### config.mk
export PLATFORM = sky130hd
export DESIGN_NAME = led_fault_supervisor
export DESIGN_NICKNAME = d
export VERILOG_FILES = /design/src/hw/fault_pkg.sv /design/src/hw/chan_timer.sv /design/src/hw/led_fault_supervisor.sv
export VERILOG_INCLUDE_DIRS = /design/src /design/src/hw
export SDC_FILE = /design/constraint.sdc
export NUM_CORES = 1
export LEC_CHECK = 0
export ABC_AREA = 0
export BUFFER_PORTS_ARGS = -buffer_cell sky130_fd_sc_hd__buf_2
export CAP_MARGIN = 20
export CORE_ASPECT_RATIO = 1.75
export CORE_MARGIN = 2
export CORE_UTILIZATION = 24
export DETAILED_ROUTE_END_ITERATION = 10
export PLACE_DENSITY = 0.5
export SKIP_CTS_REPAIR_TIMING = 1
export SLEW_MARGIN = 40
export SYNTH_ARGS = -nofsm -noshare
export SYNTH_HDL_FRONTEND = slang
export SYNTH_HIERARCHICAL = 1
export SYNTH_SLANG_ARGS = --single-unit
### constraint.sdc
create_clock -name REF_CLK_I -period 4.7 [get_ports REF_CLK_I]
set_clock_uncertainty 0.15 [all_clocks]
set_input_delay 0.235 -clock REF_CLK_I [delete_from_list [all_inputs] [get_ports REF_CLK_I]]
set_output_delay 0.235 -clock REF_CLK_I [all_outputs]
set_load 0.1 [all_outputs]
### src/hw/fault_map.svh
// constants of the led fault supervisor: timing, counts, reset values
// assumes a 100 MHz control clock and a pwm period tick from the dimming logic
`ifndef FAULT_MAP_SVH
`define FAULT_MAP_SVH
`define CHAN_COUNT 6
`define FLT_TIMEOUT_PWM 6
`define TIMER_W 4
`define CLK_PERIOD_NS 10
`define NS_PER_MS 1000000
`define STARTUP_DELAY_MS 31
`define STARTUP_W 22
`define STEP_W 3
`define FOLD_LAST_STEP 7
`define STEP_RESET 3'h0
`define STATUS_RESET 8'h00
`endif

### src/hw/fault_pkg.sv
// types of the led fault supervisor: states, pin bundle, status byte
// assumes fault_map.svh sits on the include path
`include "fault_map.svh"
package fault_pkg;
  typedef logic [`CHAN_COUNT-1:0] chan_t;

  typedef enum logic [2:0] {
    ST_IDLE, ST_LOCKOUT, ST_PRECHARGE, ST_RUN, ST_THERM_OFF, ST_SHUTDOWN
  } sup_state_e;

  // comparator outputs arriving from the analog side
  typedef struct packed {
    logic supply_low;
    logic enable;
    logic sw_over_limit;
    logic lx_above_start;
    logic ovp_above_frac;
    logic ovp_limit;
    logic temp_lower;
    logic temp_upper;
    chan_t below_target;
    chan_t sink_above_short;
  } pin_s;

  // fault and status byte, bit 0 first from the right
  typedef struct packed {
    logic [1:0] rsvd;
    logic two_chan_off;
    logic one_chan_off;
    logic backlight_on;
    logic over_current;
    logic thermal;
    logic any_fault;
  } status_s;
endpackage : fault_pkg

### src/hw/chan_timer.sv
// per channel fault timeout counted in pwm periods
// assumes tick_i is a one cycle pulse per pwm period, same clock
`timescale 1ns/1ps
`include "fault_map.svh"
module chan_timer #(
  parameter logic [`TIMER_W-1:0] TIMEOUT = `TIMER_W'(`FLT_TIMEOUT_PWM)
) (
  input wire logic clk_i, // control clock
  input wire logic clr_i, // synchronous clear
  input wire logic cond_i, // fault condition present
  input wire logic tick_i, // pwm period boundary
  output logic tripped_o // channel disabled
);
  logic [`TIMER_W-1:0] cnt_reg;
  logic tripped_reg;
  wire logic last_tick = tick_i && (cnt_reg == TIMEOUT - `TIMER_W'(1));

  // counts ticks while the fault holds, restarts when it clears
  always_ff @(posedge clk_i) begin
    if (clr_i) begin
      cnt_reg <= '0;
      tripped_reg <= 1'b0;
    end else if (!tripped_reg) begin
      if (!cond_i) begin
        cnt_reg <= '0;
      end else if (last_tick) begin
        tripped_reg <= 1'b1;
      end else if (tick_i) begin
        cnt_reg <= cnt_reg + `TIMER_W'(1);
      end
    end
  end

  assign tripped_o = tripped_reg;
endmodule : chan_timer

### src/hw/led_fault_supervisor.sv
// fault supervision of a six channel led backlight driver
// assumes comparator pins are asynchronous; pwm tick, boost cycle start,
// host re-enable and channel mask come from logic on the same clock
//
// Contract
// - low supply halts boost, resets logic
// - restart after lockout only by host
// - switch off when current exceeds limit
// - start only after switch node passes threshold
// - output sense rise then fall: fet off
// - lower temp: low channels open, timed out
// - upper temp: boost and channels off
// - upper temp sets thermal status flag
// - logic and status stay alive in trip
// - channel below short level stays enabled
// - cool restart with stepwise reduced current
// - channel above short level off after six
// - open channel at overvoltage off after six
// - zener bypassed channel stays enabled
// - overvoltage: low channels off after six
// - output short: permanent shutdown after delay
// - channel faults shown in status byte
// - host masked channels never trip; only CHAN_FAULT_O hides earlier trips
`timescale 1ns/1ps
`include "fault_map.svh"
module led_fault_supervisor
  import fault_pkg::*;
#(
  parameter int unsigned STARTUP_CYCLES = `STARTUP_DELAY_MS * (`NS_PER_MS / `CLK_PERIOD_NS),
  parameter logic [`STEP_W-1:0] FOLD_LAST = `STEP_W'(`FOLD_LAST_STEP)
) (
  input wire logic REF_CLK_I, // 100 MHz control clock
  input wire logic RESETN_I, // synchronous reset, low
  input wire pin_s PINS_I, // asynchronous comparator pins
  input wire logic BOOST_CYCLE_I, // boost cycle start pulse
  input wire logic PWM_TICK_I, // pwm period boundary pulse
  input wire logic HOST_REENABLE_I, // host re-enable pulse
  input wire chan_t CHAN_MASK_I, // host channel mask, 1 = used
  output logic BOOST_SWITCH_O, // boost switch gate
  output logic TEST_CURRENT_O, // start-up test current on
  output logic INPUT_FET_O, // input protection fet on
  output chan_t CHAN_ENABLE_O, // channel sinks enabled
  output logic [`STEP_W-1:0] CURRENT_STEP_O, // foldback step, 0 = full
  output chan_t CHAN_FAULT_O, // channels faulted out
  output status_s STATUS_O // fault and status byte
);

  // ****************************************
  // pin synchronisers
  // ****************************************
  pin_s meta_reg;
  pin_s pin_reg;

  // two stages before any logic looks at a pin
  always_ff @(posedge REF_CLK_I) begin
    if (!RESETN_I) begin
      meta_reg <= '0;
      pin_reg <= '0;
    end else begin
      meta_reg <= PINS_I;
      pin_reg <= meta_reg;
    end
  end

  // ****************************************
  // state and timers
  // ****************************************
  sup_state_e state_reg;
  sup_state_e state_next;
  logic [`STARTUP_W-1:0] su_cnt_reg;
  logic su_done_reg;
  logic ovp_armed_reg;
  logic short_reg;
  logic fet_reg;
  logic thermal_reg;
  logic [`STEP_W-1:0] step_reg;
  logic boost_reg;
  logic test_reg;
  chan_t good_reg;
  chan_t chan_en_reg;
  chan_t fault_reg;
  status_s status_reg;
  chan_t tripped;
  chan_t chan_cond;

  localparam logic [`STARTUP_W-1:0] SU_LAST = `STARTUP_W'(STARTUP_CYCLES - 1);

  // lockout returns everything below, except the state register and the status byte, to its reset value
  wire logic clr = !RESETN_I || state_reg == ST_LOCKOUT;
  wire logic in_run = state_reg == ST_RUN;
  wire logic in_pre = state_reg == ST_PRECHARGE;
  wire logic in_shut = state_reg == ST_SHUTDOWN;
  wire logic ovp_fall = ovp_armed_reg && !pin_reg.ovp_above_frac;
  wire logic lx_fail = in_pre && su_done_reg;
  wire logic short_due = su_done_reg && (short_reg || lx_fail);
  wire logic therm_entry = in_run && state_next == ST_THERM_OFF;
  wire logic any_trip = |tripped;
  wire logic multi_trip = $countones(tripped) > 1;

  // state transitions; lockout and shutdown take priority
  always_comb begin
    state_next = state_reg;
    if (!in_shut && pin_reg.supply_low) begin
      state_next = ST_LOCKOUT;
    end else if (!in_shut && state_reg != ST_LOCKOUT && !pin_reg.enable) begin
      state_next = ST_IDLE;
    end else begin
      case (state_reg)
        ST_IDLE: begin
          if (pin_reg.enable) begin
            state_next = ST_PRECHARGE;
          end
        end
        ST_LOCKOUT: begin
          if (HOST_REENABLE_I) begin
            state_next = ST_PRECHARGE;
          end
        end
        ST_PRECHARGE: begin
          if (short_due) begin
            state_next = ST_SHUTDOWN;
          end else if (pin_reg.lx_above_start) begin
            state_next = ST_RUN;
          end
        end
        ST_RUN: begin
          if (short_due) begin
            state_next = ST_SHUTDOWN;
          end else if (pin_reg.temp_upper) begin
            state_next = ST_THERM_OFF;
          end
        end
        ST_THERM_OFF: begin
          if (short_due) begin
            state_next = ST_SHUTDOWN;
          end else if (!pin_reg.temp_upper && !pin_reg.temp_lower) begin
            state_next = ST_RUN;
          end
        end
        default: begin
          state_next = ST_SHUTDOWN;
        end
      endcase
    end
  end

  // state register
  always_ff @(posedge REF_CLK_I) begin
    if (!RESETN_I) begin
      state_reg <= ST_IDLE;
    end else begin
      state_reg <= state_next;
    end
  end

  // start-up delay from power-up or re-enable, saturating
  always_ff @(posedge REF_CLK_I) begin
    if (clr) begin
      su_cnt_reg <= '0;
      su_done_reg <= 1'b0;
    end else if (!su_done_reg) begin
      su_cnt_reg <= su_cnt_reg + `STARTUP_W'(1);
      su_done_reg <= su_cnt_reg == SU_LAST;
    end
  end

  // output short tracking; the fet stays off once a fall is seen
  always_ff @(posedge REF_CLK_I) begin
    if (clr) begin
      ovp_armed_reg <= 1'b0;
      short_reg <= 1'b0;
      fet_reg <= 1'b1;
    end else begin
      if (pin_reg.ovp_above_frac) begin
        ovp_armed_reg <= 1'b1;
      end
      if (ovp_fall) begin
        short_reg <= 1'b1;
        fet_reg <= 1'b0;
      end else if (in_shut) begin
        fet_reg <= 1'b0;
      end
    end
  end

  // thermal flag is sticky; foldback step grows per upper trip
  always_ff @(posedge REF_CLK_I) begin
    if (clr) begin
      thermal_reg <= 1'b0;
      step_reg <= `STEP_RESET;
    end else begin
      if (pin_reg.temp_upper && (in_run || state_reg == ST_THERM_OFF)) begin
        thermal_reg <= 1'b1;
      end
      if (therm_entry && step_reg != FOLD_LAST) begin
        step_reg <= step_reg + `STEP_W'(1);
      end
    end
  end

  // ****************************************
  // boost switch and start-up test current
  // ****************************************
  // a cycle start turns the switch on unless the limit is already hit;
  // the sync lag adds two cycles to the cut-off, far below a switch period
  wire logic boost_next = in_run && (BOOST_CYCLE_I || boost_reg) && !pin_reg.sw_over_limit;

  always_ff @(posedge REF_CLK_I) begin
    if (clr) begin
      boost_reg <= 1'b0;
      test_reg <= 1'b0;
    end else begin
      boost_reg <= boost_next;
      test_reg <= in_pre;
    end
  end

  // ****************************************
  // channel supervision
  // ****************************************
  genvar ch;
  generate
    for (ch = 0; ch < `CHAN_COUNT; ch++) begin : g_chan
      // a channel is good once it reached its target current
      always_ff @(posedge REF_CLK_I) begin
        if (clr) begin
          good_reg[ch] <= 1'b0;
        end else if (in_run && CHAN_MASK_I[ch] && !pin_reg.below_target[ch]) begin
          good_reg[ch] <= 1'b1;
        end
      end
      // open: low current after good, at overvoltage or at lower temp;
      // a zener bypass keeps current up, so it never qualifies
      wire logic open_c = pin_reg.below_target[ch]
        && (good_reg[ch] || pin_reg.ovp_limit || pin_reg.temp_lower);
      // short: sink above threshold, only without an upper trip
      wire logic short_c = pin_reg.sink_above_short[ch] && !pin_reg.temp_upper;
      assign chan_cond[ch] = in_run && CHAN_MASK_I[ch] && (open_c || short_c);
      chan_timer #(
        .TIMEOUT(`TIMER_W'(`FLT_TIMEOUT_PWM))
      ) u_timer (
        .clk_i(REF_CLK_I),
        .clr_i(clr),
        .cond_i(chan_cond[ch]),
        .tick_i(PWM_TICK_I),
        .tripped_o(tripped[ch])
      );
    end
  endgenerate

  // channel enables in run: only a channel's own trip or its clear mask bit removes it
  always_ff @(posedge REF_CLK_I) begin
    if (clr) begin
      chan_en_reg <= '0;
      fault_reg <= '0;
    end else begin
      chan_en_reg <= in_run ? (CHAN_MASK_I & ~tripped) : '0;
      fault_reg <= tripped & CHAN_MASK_I;
    end
  end

  // ****************************************
  // status byte, kept alive through a thermal trip
  // ****************************************
  always_ff @(posedge REF_CLK_I) begin
    if (!RESETN_I) begin
      status_reg <= `STATUS_RESET;
    end else begin
      status_reg.rsvd <= 2'h0;
      status_reg.two_chan_off <= multi_trip;
      status_reg.one_chan_off <= any_trip && !multi_trip;
      status_reg.backlight_on <= in_run;
      status_reg.over_current <= short_reg;
      status_reg.thermal <= thermal_reg;
      status_reg.any_fault <= thermal_reg || short_reg || any_trip;
    end
  end

  assign BOOST_SWITCH_O = boost_reg;
  assign TEST_CURRENT_O = test_reg;
  assign INPUT_FET_O = fet_reg;
  assign CHAN_ENABLE_O = chan_en_reg;
  assign CURRENT_STEP_O = step_reg;
  assign CHAN_FAULT_O = fault_reg;
  assign STATUS_O = status_reg;
endmodule : led_fault_supervisor

**Yosys cells after proc, flatten, opt, wreduce, memory -nomap -nowiden**

Index checks and enable logic that the tools add are counted.

- Word-level logic and storage cells: 255
- Register bits after elaboration: 131
- Input bits: 31
- Output and inout port bits: 26

- Muxes and demuxes: 50
- Reductions and logical operators: 97
- Equality and inequality tests: 27
- Bitwise gates (word level): 10
- Order comparisons: 1
- Add/sub/neg operators: 13

Operator list:

| kind | number |
|---|---|
| $mux W4 | 18 |
| $logic_and A1 B1 Y1 | 49 |
| $mux W3 | 10 |
| $add A4 B1 Y4 const B | 6 |
| $eq A4 B3 Y1 const B | 6 |
| $logic_or A1 B1 Y1 | 24 |
| $ne A2 B2 Y1 const B | 12 |
| $add A22 B1 Y22 const B | 1 |
| $eq A22 B22 Y1 const B | 1 |
| $mux W1 | 21 |
| $reduce_and A3 Y1 | 6 |
| $pmux W3 S5 | 1 |
| $logic_not A1 Y1 | 14 |
| $and A6 B6 Y6 | 2 |
| $eq A3 B3 Y1 const B | 3 |
| $not A1 Y1 | 7 |
| $add A1 B1 Y2 | 3 |
| $eq A3 B2 Y1 const B | 2 |
| $not A6 Y6 | 1 |
| $reduce_or A6 Y1 | 1 |
| $add A3 B2 Y4 | 1 |
| $gt A4 B1 Y1 const B | 1 |
| $add A2 B2 Y3 | 1 |
| $add A3 B1 Y3 const B | 1 |
| other kinds (6) | 6 |

**Longest topological paths before layout**

- Depth after elaboration: 11
- Gate-level depth with buffers: 9
- Gate-level depth less buffers: 7

**Cells and area by module**

Netlist, hierarchy kept.

By module, submodules not included:

| module | area each (µm²) | seq. area each (µm²) | cells an instance | instances |
|---|---|---|---|---|
| led_fault_supervisor | 3734.8 | 1981.9 | 392 | 1 |
| chan_timer | 301.5 | 100.1 | 32 | 6 |

**Worst setup path after synthesis**

Ideal clock, no wire load.

- Path kind: reg-to-reg
- Start: register g_chan[0].u_timer.tripped_reg
- End: register status_reg, in the netlist STATUS_O[4]
- Period minus slack after synthesis: 2.351 ns
- Path buffers: 0
- Setup slack: 2.349 ns
- Arrival time: 2.141 ns
- Required time: 4.490 ns
- Setup time: 0.060 ns
- Stages on the path, launching flop included: 8
- Path through: dfxtp_1 fa_1 inv_1 fa_1 nor2b_1 fa_1 nor2_1 and3_1

- Cells in the longest elaborated chain, start to end: 6
- Elaborated cells on any way between the ends: 7
- Classes of those cells: 3 x add/sub; 1 x order compare; 3 x reduce/logical

RTL lines:

| element | line | RTL |
|---|---|---|
| from (decl) | chan_timer.sv:15 | `logic tripped_reg;` |
| from (signal assigned) | chan_timer.sv:22 | `tripped_reg <= 1'b0;` |
| from (signal assigned) | chan_timer.sv:27 | `tripped_reg <= 1'b1;` |
| $add A1 B1 Y2 (not written as such) | led_fault_supervisor.sv:98 | `wire logic multi_trip = $countones(tripped) > 1;` |
| $add A2 B2 Y3 (not written as such) | led_fault_supervisor.sv:98 |  |
| $add A3 B2 Y4 (not written as such) | led_fault_supervisor.sv:98 |  |
| $gt A4 B1 Y1 | led_fault_supervisor.sv:98 |  |
| $logic_not A1 Y1 | led_fault_supervisor.sv:271 | `status_reg.one_chan_off <= any_trip && !multi_trip;` |
| $logic_and A1 B1 Y1 (*) | led_fault_supervisor.sv:271 |  |
| to (signal assigned) | led_fault_supervisor.sv:267 | `` status_reg <= `STATUS_RESET; `` |
| to (decl) | led_fault_supervisor.sv:82 | `status_s status_reg;` |

Every way passes the cells marked *; elsewhere a longest branch is shown, timed or not.
A chain may end at the register's enable or synchronous reset.

**Final worst setup path**

- Start: register g_chan[3].u_timer.tripped_reg
- End: register status_reg, in the netlist STATUS_O[4]

- Cells in the longest elaborated chain, start to end: 6
- Elaborated cells on any way between the ends: 7
- Classes of those cells: 3 x add/sub; 1 x order compare; 3 x reduce/logical

RTL lines:

| element | line |
|---|---|
| from (decl) | chan_timer.sv:15 |
| from (signal assigned) | chan_timer.sv:22 |
| from (signal assigned) | chan_timer.sv:27 |
| $add A1 B1 Y2 (not written as such) | led_fault_supervisor.sv:98 |
| $add A2 B2 Y3 (not written as such) | led_fault_supervisor.sv:98 |
| $add A3 B2 Y4 (not written as such) | led_fault_supervisor.sv:98 |
| $gt A4 B1 Y1 | led_fault_supervisor.sv:98 |
| $logic_not A1 Y1 | led_fault_supervisor.sv:271 |
| $logic_and A1 B1 Y1 (*) | led_fault_supervisor.sv:271 |

Marked as above.

==> results.yml <==
sta:
  rsz0062_at_grt: "false"
  layout_min_cycle_time_ns: 2.49
  drv_slew: 0
  hold_violations: 0
  fin_tns_setup_ns: 0
  tightest_slew_ns: 0.552
  fmax_mhz: 402
  holdWs_ns: 0.00126
  min_period_over_period_pct: 53.0
  finalSetupViolCount: 0
  slew_headroom_pct: 63.2
final_layout:
  fin_area_um2: 7020
  multi_input_area_um2: 2720
  area_growth_pct: 26.6
  post-route-util_pct: 30.9
  final_cell_mix: "dfxtp_1, nor2_1, buf_2, and2_1, nand2_1"
  fin_nets: 711
  n_antenna_cell: 0
  drive_gt1_share_pct: 18.1
  layout_commonest_cell: "dfxtp_1"
  seq_area_um2: 2580
  fin_cells: 974
  largest_reg_flops: 24
  num-fill-cells: 2389
run:
  maxCapViolCount: 0
setup_path:
  cp_slowest_stage_delay_ns: 0.46
  crit_path_cell_trace: "fa_1 > inv_1 > fa_1 > nor2b_1 > fa_1 > nor2_1 > and3_1"
  worstPathRequired_ns: 4.91
  end_kind: "flop"
  critPathTopFamily: "adder cells"
  slowest_stage: "dfxtp_1"
  crit_fanout: 8
  cp-start-kind: "flop"
  crit_type: "reg -> reg"
  cp_num_buf_inv: 1
  crit_top_cell: "fa_1"
  cp_data_arrival_time_ns: 2.70
synth:
  ys_types: 55
  synthCells: 584
  synth_top_cell_area_share_pct: 46.6
  synth_edf_count: 0
  async_reset_ff_share_pct: 0
  synth_area_um2: 5540
  yosysSeqAreaShare_pct: 46.6
  avgSynthCellArea_um2: 9.49
  ys_ff_latch: 129
  yosysTopAreaCell: "dfxtp_1"
  synthFlopType: "dfxtp_1"
  synth_area_leaders: "dfxtp_1, and2_1, nor2_1"
  ys_warn_count: 6
floorplan:
  initial_utilization_pct: 24.4
  row_count: 73
  die-width_um: 119
  core_um2: 22700
  die_y_um: 205
  pin_count: 57
  die-area_um2: 24400
cts:
  clk_pin_slew_ns: 0.06
  cts-root-buf: "clkbuf_16"
  cts_buffer_depth: 2
  numCtsBuffers: 17
  cts.sinks: 129
  cts_tree: "built"
  clk_latency_ns: 0.42
  h-tree-depth: 4
place:
  gp_congestion: 0.769
  io_buffers: 54
  dp_hpwl_mm: 8.69
  dpl_cell_area_um2: 6100
  placedCellCount: 918
drt:
  finalWirelength_mm: 12.8
  vias_per_cell: 4.39
  wl_met1_mm: 5.74
  routedWlPerCell_um: 13.1
  wl_met2_mm: 6.07
  drc: 0
  drtPass1Iterations: 5
  drt_iter0_drc: 153
  vias: 4274
  dr_wl_met3_um: 514
  drt.antenna.violating_nets: 0
  highest_layer: "met4"
global_routing:
  grt_max_degree: 56
  antenna_found_initial: 0
  grt_pass1_vias: 4086
  grt-ovfl-total: 0
  grt_pass1_wl_mm: 20.9
  gr-usage-all-layers_pct: 10.9
status:
  status: "finished, final reports clean"
pwr:
  power_leakage_nw: 3.00
  pwr_density_cell_nw_per_um2: 396
  vdd_ir_drop_max_uv: 220
min_path:
  hold_path_class: "in -> reg"
cells by family (layout without fill, tap and decap cells):
family | count (synthesis) | after routing | share of synthesized area [%]
adders and majority gates | 19 | 19 | 4.69
DFF | 129 | 129 | 46.6
muxes | 5 | 5 | 0.925
and+or+nand+nor | 283 | 283 | 31.8
xor gates and xnor gates | 17 | 17 | 2.69
other | 1 | 2 | 0.0676
buffers and inverters | 57 | 146 | 4.36
AOI/OAI and AO/OA | 73 | 73 | 8.89
metrics by stage:
stage	worst slack, ns	power, W
detailed placement	2.24	0.00125
global placement	2.23	0.00125
global route	2.00	0.00288
floorplan	2.35	0.00122
finish	2.21	0.00278
CTS	2.21	0.00281
worst register-to-register path: stages (launching register included):
cell and delay, ns:
dfxtp_1 0.46, fa_1 0.46, inv_1 0.08, fa_1 0.41, nor2b_1 0.15, fa_1 0.43
nor2_1 0.14, and3_1 0.16
cells in the mapped netlist, drive strengths merged (7+ instances only):
master / count
o41ai: 12
nand2b: 15
buf: 9
nand4: 11
clkbuf: 15
o21ai: 18
nor2: 58
nand2: 33
nor2b: 8
a21oi: 21
and3: 14
and4: 8
dfxtp: 129
nor3b: 20
inv: 33
xnor2: 11
nor4: 9
nor3: 7
ha: 16
and2: 51
nand3: 21
final cells by class:
| cell class | count | share of cell area (%) |
|---|---|---|
| tap | 300 | 5.35 |
| timing repair buffer | 81 | 7.59 |
| inverter | 33 | 1.80 |
| clock buffer | 18 | 6.11 |
| sequential | 129 | 36.8 |
| multi-input combinational | 399 | 38.8 |
| clock inverter | 14 | 3.56 |
layer usage:
metal  track usage, %  vias to the layer above
met3             2.45                       24
met5                0                        -
met4             6.42                        0
met2             17.5                      115
li1                 -                     2169
met1             13.2                     1966
where the power goes:
part / internal (W) / switching [W]
registers: 0.00111 / 0.0000105
clock network: 0.00101 / 0.000528
logic: 0.0000499 / 0.0000684
total: 0.00217 / 0.000607
worst paths after layout:
check	startpoint	to	slack (ns)	cells past startpoint
worst max register to register	g_chan[3].u_timer/tripped_o$_SDFF_PP0_	STATUS_O[4]$_SDFF_PN0_	2.21	7
worst max-delay path	g_chan[3].u_timer/tripped_o$_SDFF_PP0_	STATUS_O[4]$_SDFF_PN0_	2.21	7
worst min-delay path	CHAN_MASK_I[4]	CHAN_FAULT_O[4]$_SDFF_PP0_	0.001	2
worst min register to register	pin_reg[17]$_SDFF_PN0_	BOOST_SWITCH_O$_SDFF_PP0_	0.25	1
(Power assumes the default switching activity.)
